**config.mk**
```make
export PLATFORM = sky130hd
export DESIGN_NAME = rct_regs
export DESIGN_NICKNAME = d
export VERILOG_FILES = /design/src/design/rct_pkg.sv /design/src/design/rct_regs.sv
export VERILOG_INCLUDE_DIRS = /design/src /design/src/design
export SDC_FILE = /design/constraint.sdc
export NUM_CORES = 1
export LEC_CHECK = 0
export BUFFER_PORTS_ARGS = -buffer_cell sky130_fd_sc_hd__buf_2
export CAP_MARGIN = 20
export CORE_AREA = 2 2 114 116
export CTS_CLUSTER_SIZE = 24
export DETAILED_ROUTE_END_ITERATION = 10
export DIE_AREA = 0 0 116 118
export GPL_TIMING_DRIVEN = 0
export PLACE_DENSITY = 0.77
export SLEW_MARGIN = 20
export SYNTH_ARGS = -nofsm -noshare
export SYNTH_HDL_FRONTEND = slang
export SYNTH_SLANG_ARGS = --single-unit
```
**constraint.sdc**
```tcl
create_clock -name pclk -period 1.8 [get_ports pclk]
set_input_delay 0.09 -clock pclk [delete_from_list [all_inputs] [get_ports pclk]]
set_output_delay 0.09 -clock pclk [all_outputs]
set_load 0.01 [all_outputs]
```
**src/design/rct_map.svh**
```systemverilog
// Register map, field positions, reset values and timing figures of the
// calibration and test register bank. Definitions only; included by bare name.
`ifndef RCT_MAP_SVH
`define RCT_MAP_SVH

// Register indices; the byte address is four times the index.
`define RCT_IDX_CAL          10'h055
`define RCT_IDX_MODEM        10'h056
`define RCT_IDX_CPTEST       10'h057
`define RCT_IDX_CPTRIM       10'h058

// Calibration control fields.
`define RCT_CAL_XHALF        6
`define RCT_CAL_FINE         4
`define RCT_CAL_RCCAL        3
`define RCT_CAL_VCODP        2
`define RCT_CAL_VCOCAL       1
`define RCT_CAL_SKIP         0

// Charge-pump trim fields.
`define RCT_TRIM_CURR_HI     7
`define RCT_TRIM_CURR_LO     6
`define RCT_TRIM_OV          5
`define RCT_TRIM_CORR_HI     4

// Reset values.
`define RCT_CAL_RST          8'h44
`define RCT_MODEM_RST        8'h00
`define RCT_CPTEST_RST       8'h00
`define RCT_CURR_RST         2'h2
`define RCT_CORR_RST         5'h00

// Timing figures in their own units and the clock rate.
`define RCT_RC_CAL_US        2000
`define RCT_FINE_PERIOD_S    30
`define RCT_CLK_KHZ          25000

`endif

```
**src/design/rct_pkg.sv**
```systemverilog
// Types shared by the calibration and test register bank.
// Takes nothing from rct_map.svh; the state encodings are defined here.
package rct_pkg;

    typedef struct packed {
        logic xtal_half;
        logic rc_fine_en;
        logic vco_dp;
        logic skip_vco;
    } rct_cal_ctrl_s;

    typedef struct packed {
        logic bcr_comp_byp;
        logic slicer_comp_byp;
        logic dither_pm1_only;
        logic osc_det_dis;
        logic ook_th_8bit;
        logic ref_10mhz;
        logic ref_inv;
        logic disc_toggle_en;
    } rct_modem_s;

    typedef struct packed {
        logic       pfd_reset;
        logic       fbdiv_reset;
        logic       cp_force_up;
        logic       cp_force_dn;
        logic       cp_dc_only;
        logic [2:0] cp_dc_curr;
    } rct_cp_test_s;

    typedef enum logic [1:0] {
        RCT_RC_IDLE = 2'b01,
        RCT_RC_RUN  = 2'b10
    } rct_rc_state_e;

endpackage

```
**src/design/rct_regs.sv**
```systemverilog
// APB register bank for the transmitter calibration and synthesizer test
// controls, with RC-oscillator calibration sequencing.
// Assumes every status input comes from logic on pclk and an APB master.
`timescale 1ns/1ps
`include "rct_map.svh"

// Functional notes
// - Writing RC trigger bit from zero to one starts calibration; bit self-clears.
// - Forced RC calibration lasts a fixed two milliseconds.
// - Wake-up timer enable calibrates the RC oscillator automatically.
// - With fine enable set, RC fine calibration repeats about every 30 s.
// - Crystal half-start bit halves the crystal wake-up wait.
// - VCO trigger in idle with synthesizer on runs one calibration, self-clears.
// - Double-precision bit lengthens the VCO calibration measurement.
// - Skip bit omits VCO calibration going from idle to transmit.
// - Bypass bit bypasses bit clock recovery phase compensation.
// - Slicer bypass bit bypasses slicer phase compensation.
// - Dither type low adds plus/minus one or zero; high adds plus/minus one.
// - Oscillation-detect bit low keeps ADC detection on; one disables it.
// - OOK slicer threshold over 8 preamble bits when set, else 4.
// - Reference select picks 10 MHz or synthesizer; another bit inverts it.
// - Discriminator toggle bit zero disables discriminator toggling.
// - Two bits force the charge pump continuously up or down.
// - Correction field read returns the value the charge pump uses.
// - With override set, written correction drives the pump and reads back.
// - Correction field is all zeros at power-up.
// - Three-bit field selects DC current; one bit forces DC offset only.
module rct_regs #(
    parameter int ADDR_W     = 12,
    parameter int RC_CAL_CYC = `RCT_RC_CAL_US * `RCT_CLK_KHZ / 1000,
    parameter int FINE_CYC   = `RCT_FINE_PERIOD_S * `RCT_CLK_KHZ * 1000
) (
    input  wire logic                  pclk,
    input  wire logic                  presetn,
    input  wire logic                  psel,
    input  wire logic                  penable,
    input  wire logic                  pwrite,
    input  wire logic [ADDR_W-1:0]     paddr,
    input  wire logic [31:0]           pwdata,
    output logic                       pready,
    output logic [31:0]                prdata,
    output logic                       pslverr,
    input  wire logic                  rc_osc_en,
    input  wire logic                  wut_en,
    input  wire logic                  sys_idle,
    input  wire logic                  pll_on,
    input  wire logic                  vco_cal_done,
    input  wire logic [4:0]            cp_corr_auto,
    output logic                       rc_cal_run,
    output logic                       vco_cal_run,
    output rct_pkg::rct_cal_ctrl_s     cal_ctrl,
    output rct_pkg::rct_modem_s        modem_ctrl,
    output rct_pkg::rct_cp_test_s      cp_test,
    output logic [1:0]                 cp_curr,
    output logic [4:0]                 cp_corr
);
    import rct_pkg::*;

    // Reset image of the calibration control register, taken apart bit by bit below.
    localparam logic [7:0] CAL_RST = `RCT_CAL_RST;

    // ----------------------------------------------------------------
    // Decode
    // ----------------------------------------------------------------
    function automatic logic hit(input logic [ADDR_W-1:0] a, input logic [9:0] idx);
        hit = (a[ADDR_W-1:2] == (ADDR_W-2)'(idx)) && (a[1:0] == 2'h0);
    endfunction

    logic                 pready_reg;
    logic [31:0]          prdata_reg;
    logic                 pslverr_reg;
    logic                 xhalf_reg;
    logic                 fine_reg;
    logic                 vcodp_reg;
    logic                 skip_reg;
    logic                 vco_run_reg;
    rct_rc_state_e        rc_state_reg;
    rct_rc_state_e        rc_state_next;
    logic [31:0]          rc_cnt_reg;
    logic [31:0]          fine_cnt_reg;
    logic                 wut_d_reg;
    rct_modem_s           modem_reg;
    rct_cp_test_s         cptest_reg;
    logic [1:0]           curr_reg;
    logic                 ov_reg;
    logic [4:0]           corr_reg;
    logic [4:0]           corr_out_reg;

    wire sel_cal    = hit(paddr, `RCT_IDX_CAL);
    wire sel_modem  = hit(paddr, `RCT_IDX_MODEM);
    wire sel_cptest = hit(paddr, `RCT_IDX_CPTEST);
    wire sel_cptrim = hit(paddr, `RCT_IDX_CPTRIM);
    wire sel_any    = sel_cal | sel_modem | sel_cptest | sel_cptrim;
    wire setup      = psel & ~penable;
    wire wr         = psel & penable & pready_reg & pwrite & ~pslverr_reg;
    wire wr_cal     = wr & sel_cal;
    wire wr_trim    = wr & sel_cptrim;

    // ----------------------------------------------------------------
    // RC-oscillator calibration sequencing
    // ----------------------------------------------------------------
    wire rc_idle     = (rc_state_reg == RCT_RC_IDLE);
    wire sw_rc_req   = wr_cal & pwdata[`RCT_CAL_RCCAL];
    wire wut_rise    = wut_en & ~wut_d_reg;
    wire fine_expire = fine_reg & (fine_cnt_reg == 32'(FINE_CYC - 1));
    wire rc_start    = rc_idle & rc_osc_en & (sw_rc_req | wut_rise | fine_expire);
    wire rc_last     = (rc_cnt_reg == 32'(RC_CAL_CYC - 1));

    always_comb begin
        rc_state_next = rc_state_reg;
        case (rc_state_reg)
            RCT_RC_IDLE: begin
                if (rc_start) begin
                    rc_state_next = RCT_RC_RUN;
                end
            end
            RCT_RC_RUN: begin
                if (rc_last) begin
                    rc_state_next = RCT_RC_IDLE;
                end
            end
            default: rc_state_next = RCT_RC_IDLE;
        endcase
    end

    always_ff @(posedge pclk or negedge presetn) begin
        if (!presetn) begin
            rc_state_reg <= RCT_RC_IDLE;
            rc_cnt_reg   <= 32'h0000_0000;
            wut_d_reg    <= 1'b0;
        end else begin
            rc_state_reg <= rc_state_next;
            rc_cnt_reg   <= (rc_idle | rc_last) ? 32'h0000_0000 : rc_cnt_reg + 32'h1;
            wut_d_reg    <= wut_en;
        end
    end

    // Fine timer runs only while fine calibration is enabled and the
    // oscillator is up; it restarts after every expiry.
    always_ff @(posedge pclk or negedge presetn) begin
        if (!presetn) begin
            fine_cnt_reg <= 32'h0000_0000;
        end else if (!fine_reg || !rc_osc_en || fine_expire) begin
            fine_cnt_reg <= 32'h0000_0000;
        end else begin
            fine_cnt_reg <= fine_cnt_reg + 32'h1;
        end
    end

    // ----------------------------------------------------------------
    // VCO calibration trigger
    // ----------------------------------------------------------------
    wire vco_start = wr_cal & pwdata[`RCT_CAL_VCOCAL] & sys_idle & pll_on & ~vco_run_reg;

    always_ff @(posedge pclk or negedge presetn) begin
        if (!presetn) begin
            vco_run_reg <= 1'b0;
        end else if (vco_start) begin
            vco_run_reg <= 1'b1;
        end else if (vco_cal_done) begin
            vco_run_reg <= 1'b0;
        end
    end

    // ----------------------------------------------------------------
    // Software registers
    // ----------------------------------------------------------------
    always_ff @(posedge pclk or negedge presetn) begin
        if (!presetn) begin
            xhalf_reg <= CAL_RST[`RCT_CAL_XHALF];
            fine_reg  <= CAL_RST[`RCT_CAL_FINE];
            vcodp_reg <= CAL_RST[`RCT_CAL_VCODP];
            skip_reg  <= CAL_RST[`RCT_CAL_SKIP];
        end else if (wr_cal) begin
            xhalf_reg <= pwdata[`RCT_CAL_XHALF];
            fine_reg  <= pwdata[`RCT_CAL_FINE];
            vcodp_reg <= pwdata[`RCT_CAL_VCODP];
            skip_reg  <= pwdata[`RCT_CAL_SKIP];
        end
    end

    always_ff @(posedge pclk or negedge presetn) begin
        if (!presetn) begin
            modem_reg  <= `RCT_MODEM_RST;
            cptest_reg <= `RCT_CPTEST_RST;
        end else begin
            if (wr & sel_modem) begin
                modem_reg <= pwdata[7:0];
            end
            if (wr & sel_cptest) begin
                cptest_reg <= pwdata[7:0];
            end
        end
    end

    // ----------------------------------------------------------------
    // Charge-pump correction override
    // ----------------------------------------------------------------
    wire [4:0] corr_next = ov_reg ? corr_reg : cp_corr_auto;

    always_ff @(posedge pclk or negedge presetn) begin
        if (!presetn) begin
            curr_reg     <= `RCT_CURR_RST;
            ov_reg       <= 1'b0;
            corr_reg     <= `RCT_CORR_RST;
            corr_out_reg <= `RCT_CORR_RST;
        end else begin
            if (wr_trim) begin
                curr_reg <= pwdata[`RCT_TRIM_CURR_HI:`RCT_TRIM_CURR_LO];
                ov_reg   <= pwdata[`RCT_TRIM_OV];
                corr_reg <= pwdata[`RCT_TRIM_CORR_HI:0];
            end
            corr_out_reg <= corr_next;
        end
    end

    // ----------------------------------------------------------------
    // Read path and APB answer
    // ----------------------------------------------------------------
    wire [7:0] cal_rd  = {1'b0, xhalf_reg, 1'b0, fine_reg, ~rc_idle, vcodp_reg,
                          vco_run_reg, skip_reg};
    wire [7:0] trim_rd = {curr_reg, ov_reg, corr_out_reg};
    wire [7:0] rd_mux  = sel_cal    ? cal_rd :
                         sel_modem  ? modem_reg :
                         sel_cptest ? cptest_reg :
                         sel_cptrim ? trim_rd : 8'h00;

    always_ff @(posedge pclk or negedge presetn) begin
        if (!presetn) begin
            pready_reg  <= 1'b0;
            prdata_reg  <= 32'h0000_0000;
            pslverr_reg <= 1'b0;
        end else begin
            pready_reg  <= setup;
            prdata_reg  <= (setup & ~pwrite) ? {24'h00_0000, rd_mux} : 32'h0000_0000;
            pslverr_reg <= setup & ~sel_any;
        end
    end

    assign pready      = pready_reg;
    assign prdata      = prdata_reg;
    assign pslverr     = pslverr_reg;
    assign rc_cal_run  = ~rc_idle;
    assign vco_cal_run = vco_run_reg;
    assign cal_ctrl    = '{xtal_half: xhalf_reg, rc_fine_en: fine_reg,
                           vco_dp: vcodp_reg, skip_vco: skip_reg};
    assign modem_ctrl  = modem_reg;
    assign cp_test     = cptest_reg;
    assign cp_curr     = curr_reg;
    assign cp_corr     = corr_out_reg;
endmodule

```
# After elaboration in Yosys (flattened, before gate mapping)
# Cells that the tools add are included.
op_classes:
  add_sub_neg: 2
  n_eq_ne: 10
  mux: 13
  bitwise_logic: 33
  n_reduce_logical: 11
op_table:
  columns: ["op", "count"]
  rows:
  - ["adder 32 x 1 -> 32 bit, second input constant", 2]
  - ["two-way mux 32 bit", 2]
  - ["equality test 10 x 7 -> 1 bit, second input constant", 4]
  - ["two-way mux 8 bit", 5]
  - ["equality test 32 x 16 -> 1 bit, second input constant", 1]
  - ["equality test 32 x 30 -> 1 bit, second input constant", 1]
  - ["AND 1 bit", 20]
  - ["inverter 1 bit", 7]
  - ["OR 1 bit", 6]
  - ["two-way mux 5 bit", 1]
  - ["logical AND 1 bit", 4]
  - ["two-way mux 2 bit", 2]
  - ["case mux 2 bit (2 select lines)", 1]
  - ["equality test 2 x 1 -> 1 bit, second input constant", 1]
  - ["equality test 2 bit, second input constant", 1]
  - ["logical NOT 1 bit", 2]
  - ["logical NOT 2 bit", 1]
  - ["logical OR 1 bit", 2]
  - ["two-way mux 1 bit", 2]
  - ["!= test 2 x 1 -> 1 bit, second input constant", 1]
  - ["!= test 2 bit, second input constant", 1]
  - ["AND reduction 2 bit", 1]
  - ["nonzero test 2 bit", 1]
totals:
  register_bits: 111
  out_inout_bits: 63

# Logic depth before layout (Yosys ltp)
# Gate-level depths: netlist (run 1).
depth:
  word_depth: 11
  depth_mapped: 7
  depth_no_buf: 6

# Worst setup path after synthesis (run 1)
# Ideal clock, no wire load.
synth_timing:
  path_type: "register -> register"
  from: "reg pready_reg, in the netlist pready"
  to: "reg modem_reg (netlist bit modem_ctrl[0])"
  setup_ps: 125
  t_arrival_ps: 1772
  required_ps: 1675
  path_slack_ps: -97
  stages_incl_launch_ff: 5
  n_path_buf: 0
  synth_period_minus_slack_ps: 1897
  path_cell_list: "dfrtp_1 nand4_1 or2_2 nor4b_4 mux2_2"
synth_between:
  elab_chain_len: 4
synth_rtl:
  columns: ["element", "line", "rtl"]
  rows:
  - ["start: declaration", "rct_regs.sv:69", "logic pready_reg;"]
  - ["start signal: assignment", "rct_regs.sv:234", "pready_reg <= setup;"]
  - ["AND 1 bit (3 in series)", "rct_regs.sv:95", "wire wr = psel & penable & pready_reg & pwrite & ~pslverr_reg;"]
  - ["AND 1 bit", "rct_regs.sv:187", "if (wr & sel_modem) begin"]
  - ["end signal: assignment", "rct_regs.sv:184", "modem_reg <= `RCT_MODEM_RST;"]
  - ["end signal: assignment", "rct_regs.sv:188", "modem_reg <= pwdata[7:0];"]
  - ["end: declaration", "rct_regs.sv:82", "rct_modem_s modem_reg;"]
# Every way passes these cells.
# A chain may end at the register's enable or synchronous reset.

# Worst setup path after layout (run 1)
layout_timing:
  from: "reg rc_cnt_reg[8]"
  to: "reg rc_cnt_reg[29]"
layout_between:
  elab_chain_len: 3
  elab_cells_between_ends: 4
  cone_classes: "add/sub: 1; eq/ne: 1; mux: 1; bitwise: 1"
layout_rtl:
  columns: ["element", "line", "rtl"]
  rows:
  - ["start: declaration", "rct_regs.sv:79", "logic [31:0] rc_cnt_reg;"]
  - ["start signal: assignment", "rct_regs.sv:133", "rc_cnt_reg <= (rc_idle | rc_last) ? 32'h0000_0000 : rc_cnt_reg + 32'h1;"]
  - ["parallel branches: the longest is 2 deep, another holds adder 32 x 1 -> 32 bit", null, null]
  - ["two-way mux 32 bit (*)", "rct_regs.sv:133", null]
# Mark *: on every way between the ends.

==> results.json, run 1 <==
{
  "final_antenna_net_count": 0,
  "cp.required_ns": 2.08,
  "grt_pass1_wl_um": 21800,
  "syn2layout_area_growth_pct": 38.4,
  "slew_headroom": 0.609,
  "die-area_um2": 13700,
  "post-route-min-period_ns": 1.98,
  "num_rows": 41,
  "cts-root-buf": "clkbuf_16",
  "grt_max_degree": 58,
  "cp_max_fo": 5,
  "fin_skew_ns": 0.0111,
  "cp_common_cell": "nand4_1",
  "final_cells": 864,
  "max_freq_ghz": 0.504,
  "nNetsFinal": 748,
  "place_area_um2": 6210,
  "cp_slowest_stage_delay_ns": 0.51,
  "vias_per_cell": 5.43,
  "overflow": 0,
  "drive_above_1_share": 0.468,
  "synthCells": 514,
  "setup_ws_ns": -0.185,
  "cts.sinks": 111,
  "drt_iter0_markers": 392,
  "place_congestion": 0.800,
  "outcome": "finished with violations",
  "synthXorXnorAreaFrac": 0.0907,
  "htree_levels": 3,
  "synth_simple_gate_area_frac": 0.227,
  "dp_cells": 782,
  "maxCapViolCount": 0,
  "power.density_nw_per_um2": 626,
  "cts_buffers": 9,
  "vias": 4692,
  "core_um2": 12400,
  "yosysUniqueCellTypes": 46,
  "grt_usage": 0.200,
  "synth-seq-area-share": 0.506,
  "final_cell_area_um2": 7620,
  "crit_arrival_ns": 2.27,
  "synth_area_leaders": "dfrtp_1, mux2_2, nor2_1",
  "yosys.area.top_type_share": 0.486,
  "cts_tree": "done",
  "synth_area_um2": 5500,
  "rrSetupSlack_ns": -0.18,
  "diodes": 0,
  "synth_top_family_by_area": "simple AND/OR/NAND/NOR gates",
  "numPortBuffers": 72,
  "synth_edf_count": 0,
  "fin_crit_sh": 1.10,
  "cp_top_family": "simple AND/OR/NAND/NOR gates",
  "synth_warnings": 0,
  "rsz0062_at_grt": "yes",
  "die_h_um": 118,
  "clk_pin_slew_ns": 0.07,
  "synth_top_flop_cell": "dfrtp_1",
  "critPathKind": "flop to flop",
  "end_kind": "flop",
  "finalPower_uw": 4770,
  "place_ws_ns": -0.529,
  "hp-class": "primary input to flop",
  "synthArstFlopShare": 1.00,
  "dpl.hpwl_um": 8570,
  "wl_per_cell_um": 17.9,
  "path_cells": "nand4_1 -> nor2_2 -> nand4_1 -> or3_2 -> a21oi_2",
  "drt-total-wl_um": 15500,
  "ys_ff_latch": 111,
  "dieWidth_um": 116,
  "clock_path_buffers": 2,
  "violations": "negative setup slack",
  "syn_avg_cell_area_um2": 10.7,
  "dr.pass1.iters": 5,
  "synth_top_cell_by_area": "dfrtp_1",
  "antenna_found_initial": 0,
  "path_buf_inv": 0,
  "route.detailed.drc": 0,
  "critPathLaunchType": "flop",
  "ios": 122,
  "finalSetupTns_ns": -4.70,
  "synth_compound_area_frac": 0.0386,
  "report.final.slew_viol_count": 0,
  "power.leakage_uw": 0.00351,
  "synthMuxAreaShare": 0.0734,
  "slowest_stage": "or3_2",
  "hold_viol": 0,
  "grt_pass1_vias": 4576,
  "clk-insertion-delay-late_ns": 0.35,
  "start_util": 0.443,
  "worstMarginPinSlew_ns": 0.584,
  "peakVddDrop_mv": 0.601,
  "fillers": 938,
  "setup_viol": 53,
  "synthAdderAreaFrac": 0.00455
}
## final cells by class
type / count / area, um2 / share of cell area
clock buffers: 10 / 229 / 0.0301
well taps: 172 / 215 / 0.0282
inverters: 15 / 56.3 / 0.00739
plain buffers: 39 / 323 / 0.0424
flip-flops and latches: 111 / 2800 / 0.367
multi-input cells: 371 / 2950 / 0.387
clock inverters: 6 / 66.3 / 0.00870
repair buffers: 140 / 987 / 0.130
## worst reg2reg max path, cell delays in order, from the launching register on
cell     delay (ns)
dfrtp_1        0.41
nand4_1        0.28
nor2_2         0.29
nand4_1        0.29
or3_2          0.51
a21oi_2        0.15
## layout by cell type, fill, tap and decap left out, types with 4 or more instances in the layout
cell and count:
buf_2 72, nor2b_1 5, xor2_1 25, and3_1 11, mux2_2 35, nor4_4 7
a21oi_1 6, buf_6 11, xnor2_1 28, conb_1 24, nand3_1 24, and4_1 4
o221a_2 4, nand2_1 17, dfrtp_1 97, nor4_1 4, a32oi_1 4, nor2_1 35
dfstp_2 4, dfrtp_2 10, nor2_4 13, clkbuf_16 10, inv_1 15, o2bb2ai_1 4
nor4_2 9, nor2_2 27, nand4_1 25, dlygate4sd3_1 12, nor3_1 5, buf_4 76
and2_1 8
## synthesized netlist by cell type, types with 5 or more instances
cell type / count
inv_1: 15
nor2b_1: 5
nand4_1: 25
xnor2_1: 30
dfrtp_1: 107
and3_1: 11
nand2_1: 17
and2_1: 8
nand3_1: 27
nor2_1: 75
buf_2: 5
mux2_2: 35
xor2_1: 27
nor4_1: 16
a21oi_1: 9
nor3_1: 8
o21ai_0: 5
buf_4: 29
## worst paths after layout
check,cells past startpoint,end,startpoint
setup / recovery,5,rc_cnt_reg[29]$_DFF_PN0_,rc_cnt_reg[8]$_DFF_PN0_
hold / removal,3,vco_cal_run$_DFFE_PN0P_,pll_on
setup reg to reg,5,rc_cnt_reg[29]$_DFF_PN0_,rc_cnt_reg[8]$_DFF_PN0_
hold reg to reg,1,corr_reg[1]$_DFFE_PN0P_,corr_reg[1]$_DFFE_PN0P_
max in group asynchronous,3,xhalf_reg$_DFFE_PN1N_,presetn
min in group asynchronous,2,rc_cnt_reg[7]$_DFF_PN0_,presetn
## cells by family (layout without fill, tap and decap cells)
family / Yosys count / count (layout)
AOI/OAI and AO/OA: 29 / 29
muxes: 36 / 36
adders and majority gates: 2 / 2
buffers and inverters: 55 / 210
other: 1 / 24
and+or+nand+nor: 223 / 223
xor gates and xnor gates: 57 / 57
DFF: 111 / 111
## what timing repair did
item,CTS,global route
gates resized for setup,56,87
pin swaps,36,39
cloned,3,2
hold buffers,12,0
hold endpoints to repair,67,0
endpoints found under the setup margin,78,78
setup buffers,22,28
## power breakdown
group          switching (uW)  internal (uW)
Combinational             135            106
Sequential               6.98           2500
Clock                     933           1090
Total                    1070           3700
## per-layer routing
layer | routed length, um | vias up | track usage
met2 | 8060 | 224 | 0.342
met3 | 1080 | 49 | 0.0536
met1 | 5890 | 2317 | 0.244
met5 | 0 | - | 0
met4 | 446 | 0 | 0.0632
li1 | - | 2102 | -
## per-stage QoR
step | utilization | hold slack, ns
final | 0.614 | 0.0113
after floorplan | - | -0.206
after CTS | 0.566 | 0.00654
after detailed placement | 0.501 | 0.0835
after global placement | 0.498 | 0.216
after global routing | 0.614 | 0.0152
Note: power is estimated with default switching activity, not from simulation.
==> run 2, diff against run 1 <==
- PLACE_DENSITY: 0.77 -> 0.76
- RECOVER_POWER: not set -> 50
==> run 2 against run 1 <==
- the run still ends with negative setup slack left
- clock skew increased by 0.0019 ns
- core utilization up 1.2 points
- total power rose by 3.6%
- critical path type unchanged
- largest power group unchanged
- highest routed layer unchanged
==> results.json, run 2 (synthesis gave the netlist of run 1 again) <==
{
  "outcome": "finished with violations",
  "violations": "negative setup slack",
  "post-route-min-period_ns": 2.01,
  "cts-root-buf": "clkbuf_16",
  "die-area_um2": 13700,
  "worstMarginPinSlew_ns": 0.770,
  "maxCapViolCount": 0,
  "setup_viol": 60,
  "dp_cells": 782,
  "setup_ws_ns": -0.213,
  "hold_viol": 0,
  "htree_levels": 3,
  "route.detailed.drc": 0,
  "clock_path_buffers": 2,
  "fillers": 926,
  "fin_skew_ns": 0.0130,
  "cp_max_fo": 7,
  "max_freq_ghz": 0.497,
  "final_antenna_net_count": 0,
  "syn2layout_area_growth_pct": 41.1,
  "report.final.slew_viol_count": 0,
  "power.leakage_uw": 0.00355,
  "hp-class": "primary input to flop",
  "final_common_cell": "dfrtp_1",
  "critPathKind": "flop to flop",
  "ios": 122,
  "final_cells": 876,
  "place_congestion": 0.831,
  "final_cell_area_um2": 7770,
  "final_cell_mix": "dfrtp_1, buf_4, buf_2",
  "power.density_nw_per_um2": 636,
  "overflow": 0,
  "critPathLaunchType": "flop",
  "core_um2": 12400,
  "finalSetupTns_ns": -8.29,
  "cts_tree": "done",
  "grt_usage": 0.205,
  "dieWidth_um": 116,
  "crit_start": "rc_cnt_reg[23]$_DFF_PN0_",
  "reg2reg_from": "rc_cnt_reg[23]$_DFF_PN0_",
  "clk-insertion-delay-late_ns": 0.36,
  "clk_pin_slew_ns": 0.08,
  "rsz0062_at_grt": "yes",
  "nNetsFinal": 760,
  "cp.required_ns": 2.05,
  "crit_arrival_ns": 2.26,
  "drt-total-wl_um": 15100,
  "grt_max_degree": 86,
  "wl_per_cell_um": 17.2,
  "drive_above_1_share": 0.480,
  "grt_pass1_wl_um": 22300,
  "vias_per_cell": 5.38,
  "dr.pass1.iters": 5,
  "peakVddDrop_mv": 0.515,
  "slew_headroom": 0.486,
  "die_h_um": 118,
  "hp-start": "pll_on",
  "end_kind": "flop",
  "fin_crit_sh": 1.12,
  "dpl.hpwl_um": 8710,
  "diodes": 0,
  "start_util": 0.443,
  "place_ws_ns": -0.529,
  "drt_iter0_markers": 363,
  "numPortBuffers": 72,
  "num_rows": 41,
  "antenna_found_initial": 0,
  "vias": 4716,
  "place_area_um2": 6210,
  "grt_pass1_vias": 4534,
  "cts.sinks": 111,
  "cts_buffers": 9
}
run 2: worst paths after layout:
kind / slack (ns) / depth (start not counted) / endpoint
min in group asynchronous: 0.30 / 2 / rc_cnt_reg[26]$_DFF_PN0_
min reg2reg: 0.52 / 1 / corr_reg[4]$_DFFE_PN0P_
max reg2reg: -0.21 / 6 / rc_cnt_reg[20]$_DFF_PN0_
min: 0.003 / 3 / vco_cal_run$_DFFE_PN0P_
max: -0.21 / 6 / rc_cnt_reg[20]$_DFF_PN0_
max in group asynchronous: 0.27 / 3 / fine_cnt_reg[19]$_DFF_PN0_
run 2: where the power goes:
part           total (uW)  switching (uW)  internal, uW
clock network        2200             962          1240
registers            2510            6.96          2500
logic                 237             136           101
total                4940            1100          3840
run 2: per-stage QoR:
step                      hold slack, ns  power [uW]  utilization
after floorplan                   -0.206        2650            -
after CTS                        0.00162        4960        0.575
after global placement             0.216        2760        0.498
after detailed placement         -0.0216        2780        0.501
after global routing              0.0142        5100        0.626
final                            0.00260        4940        0.626
run 2: cell type report:
class	instances	area (um2)	share of cell area
flip-flops and latches	111	2800	0.360
multi-input cells	371	2990	0.385
clock buffers	9	225	0.0290
repair buffers	153	1070	0.137
well taps	172	215	0.0277
inverters	15	56.3	0.00725
plain buffers	38	320	0.0412
clock inverters	7	100	0.0129
run 2: worst max-delay path, cell delays in order (launching register included):
cell and delay, ns:
dfrtp_1 0.42, nor4_2 0.32, nand4_1 0.25, nor4_4 0.40, or2_4 0.29, buf_8 0.16
nor2_1 0.05
run 2: what timing repair did:
action,in CTS,in global routing
setup buffers,32,30
hold buffers,12,0
cloned,3,3
resized for setup,56,98
endpoints found under the hold margin,93,0
setup endpoints to repair,78,84
pin swaps,30,34
run 2: routing by layer:
layer,track usage,up-vias,share of wire
met5,0,-,0
met1,0.267,2349,0.40
met2,0.330,201,0.51
li1,-,2133,-
met4,0.0789,0,0.024
met3,0.0494,33,0.065
==> run 3, diff against run 2 <==
- ABC_AREA: not set -> 1
- CORE_AREA: 2 2 114 116 -> 2 2 121 123
- DIE_AREA: 0 0 116 118 -> 0 0 123 125
- PLACE_DENSITY: 0.76 -> 0.75
==> run 3 against run 2 <==
- the run now ends clean
- critical path depth up 4
- critical endpoint is now rc_cnt_reg[7]$_DFF_PN0_
- total power decreased by 1.3%
- via count up 20%
- largest cell class unchanged
- highest routed layer unchanged
- non-clock buffer count decreased by 60
- synthesized area up 13%
==> results.json, run 3 <==
{
  "end_kind": "flop",
  "cts_tree": "done",
  "die-area_um2": 15400,
  "slowest_stage": "dfrtp_2",
  "grt_pass1_wl_um": 25900,
  "synth_area_um2": 6240,
  "slew_headroom": 0.227,
  "top_usage_layer": "met2",
  "core_um2": 14200,
  "vias_per_cell": 4.85,
  "diodes": 0,
  "clk_pin_slew_ns": 0.08,
  "hold_viol": 0,
  "synth_edf_count": 0,
  "final_cell_area_um2": 7420,
  "numPortBuffers": 73,
  "htree_levels": 3,
  "setup_viol": 0,
  "synth_warnings": 0,
  "num_rows": 44,
  "peakVddDrop_mv": 0.501,
  "final_common_cell": "nand2_1",
  "grt_pass1_vias": 5344,
  "clock_path_buffers": 2,
  "crit_arrival_ns": 1.94,
  "report.final.slew_viol_count": 0,
  "clk-insertion-delay-late_ns": 0.37,
  "netlist_top_cells_count": "nand2_1, nor2_1, dfrtp_1",
  "fin_skew_ns": 0.0117,
  "synth_top_flop_cell": "dfrtp_1",
  "final_cell_mix": "nand2_1, nor2_1, dfrtp_1",
  "drive_above_1_share": 0.132,
  "synthCells": 860,
  "ios": 122,
  "finalPower_uw": 4880,
  "cts-root-buf": "clkbuf_16",
  "gr-usage-met1": 0.300,
  "dr.pass1.iters": 5,
  "dpl.hpwl_um": 11700,
  "max_freq_ghz": 0.594,
  "outcome": "completed",
  "fin_crit_sh": 0.935,
  "cts_buffers": 9,
  "cp_top_family": "simple AND/OR/NAND/NOR gates",
  "place_area_um2": 6960,
  "syn_avg_cell_area_um2": 7.26,
  "fillers": 1458,
  "cts.sinks": 111,
  "drt-total-wl_um": 15200,
  "yosys.area.top_type_share": 0.429,
  "start_util": 0.439,
  "critPathKind": "flop to flop",
  "synth_area_leaders": "dfrtp_1, nand2_1, nor2_1",
  "final_antenna_net_count": 0,
  "ys_ff_latch": 111,
  "route.detailed.drc": 0,
  "post-route-min-period_ns": 1.68,
  "synth_top_cell_by_area": "dfrtp_1",
  "hold_ws_ns": 0.00685,
  "power.density_nw_per_um2": 657,
  "die_h_um": 125,
  "path_cells": "ha_4 -> nand3_2 -> nor3_2 -> nand2_1 -> nor2_4 -> inv_2 -> nand2_2 -> buf_6 -> buf_8 -> nor2_1",
  "rrSetupSlack_ns": 0.12,
  "dieWidth_um": 123,
  "yosysUniqueCellTypes": 35,
  "synth.most_common_cell": "nand2_1",
  "cp.required_ns": 2.05,
  "cp_max_fo": 10,
  "worstMarginPinSlew_ns": 1.16,
  "rsz0062_at_grt": "no",
  "grt_usage": 0.212,
  "place_congestion": 0.947,
  "antenna_found_initial": 0,
  "vias": 5681,
  "maxCapViolCount": 0,
  "overflow": 0,
  "drt_iter0_markers": 387,
  "synthArstFlopShare": 1.00,
  "wl_per_cell_um": 13.0,
  "syn2layout_area_growth_pct": 18.9,
  "met3_usage": 0.0338,
  "critPathLaunchType": "flop",
  "nNetsFinal": 1044,
  "grt_max_degree": 69,
  "hp-class": "primary input to flop",
  "cp_slowest_stage_delay_ns": 0.41,
  "power.leakage_uw": 0.00327,
  "synth-seq-area-share": 0.446,
  "path_buf_inv": 3,
  "grt_util_met2": 0.331
}
==> run 3: cell count changes after synthesis, moves of 7 or more <==
cell / previous run / this run
inv_1: 15 / 102
nor2_1: 75 / 159
o21ai_1: 0 / 11
nor4_1: 16 / 0
and2_1: 8 / 1
xnor2_1: 30 / 5
o21ai_0: 5 / 29
mux2_2: 35 / 5
and3_1: 11 / 0
nor3_1: 8 / 32
nand4_1: 25 / 13
nand3_1: 27 / 59
nand2_1: 17 / 235
==> run 3: path summary, 6_finish.rpt <==
kind | start | end | cells after the start
min reg2reg | cp_curr[1]$_DFFE_PN1P_ | cp_curr[1]$_DFFE_PN1P_ | 2
max reg2reg | rc_cnt_reg[0]$_DFF_PN0_ | rc_cnt_reg[7]$_DFF_PN0_ | 10
min | sys_idle | vco_cal_run$_DFFE_PN0P_ | 3
min in group asynchronous | presetn | fine_cnt_reg[9]$_DFF_PN0_ | 2
max in group asynchronous | presetn | vcodp_reg$_DFFE_PN1N_ | 3
max | rc_cnt_reg[0]$_DFF_PN0_ | rc_cnt_reg[7]$_DFF_PN0_ | 10
==> run 3: kinds of logic after synthesis <==
kind of cell               synth area share
muxes                               0.00902
adders and majority gates           0.00401
AOI/OAI and AO/OA                    0.0409
xor gates and xnor gates             0.0393
DFF                                   0.446
other                              0.000601
and+or+nand+nor                       0.349
buffers and inverters                 0.111
==> run 3: area by class of cell <==
type	instances	area (um2)	area share
inverters	104	390	0.0526
multi-input cells	626	2890	0.389
flip-flops and latches	111	2790	0.375
clock inverters	7	86.3	0.0116
well taps	184	230	0.0310
plain buffers	42	314	0.0423
repair buffers	89	502	0.0676
clock buffers	9	225	0.0303
==> run 3: per-stage QoR <==
stage / util / instances / setup slack (ns) / setup TNS (ns)
after floorplan: - / 883 / 0.240 / 0
after global placement: 0.487 / 1140 / -0.736 / -81.81
after detailed placement: 0.490 / 1141 / -0.124 / -4.08
after CTS: 0.524 / 1172 / 0.0462 / 0
after global routing: 0.523 / 1172 / 0.0198 / 0
final: 0.523 / 1172 / 0.117 / 0
==> run 3: what timing repair did <==
item,CTS,global route
gates resized for setup,7,7
hold endpoints to repair,57,0
setup buffers,0,0
pin swaps,0,0
hold buffers,15,0
endpoints found under the setup margin,50,51
==> run 3: worst register-to-register path, stage by stage (launching register included) <==
cell and delay [ns]:
dfrtp_2 0.41, ha_4 0.20, nand3_2 0.14, nor3_2 0.13, nand2_1 0.11, nor2_4 0.16
inv_2 0.05, nand2_2 0.06, buf_6 0.15, buf_8 0.14, nor2_1 0.04
==> run 3: power by group <==
group	switching [uW]	total (uW)	internal (uW)
logic	171	298	127
registers	11.2	2520	2510
clock network	1060	2060	999
total	1240	4880	3630
==> run 3: metal layers <==
layer	wire, um	up-vias
met4	265	0
met3	1040	22
li1	-	2875
met2	7000	199
met5	0	-
met1	6940	2585
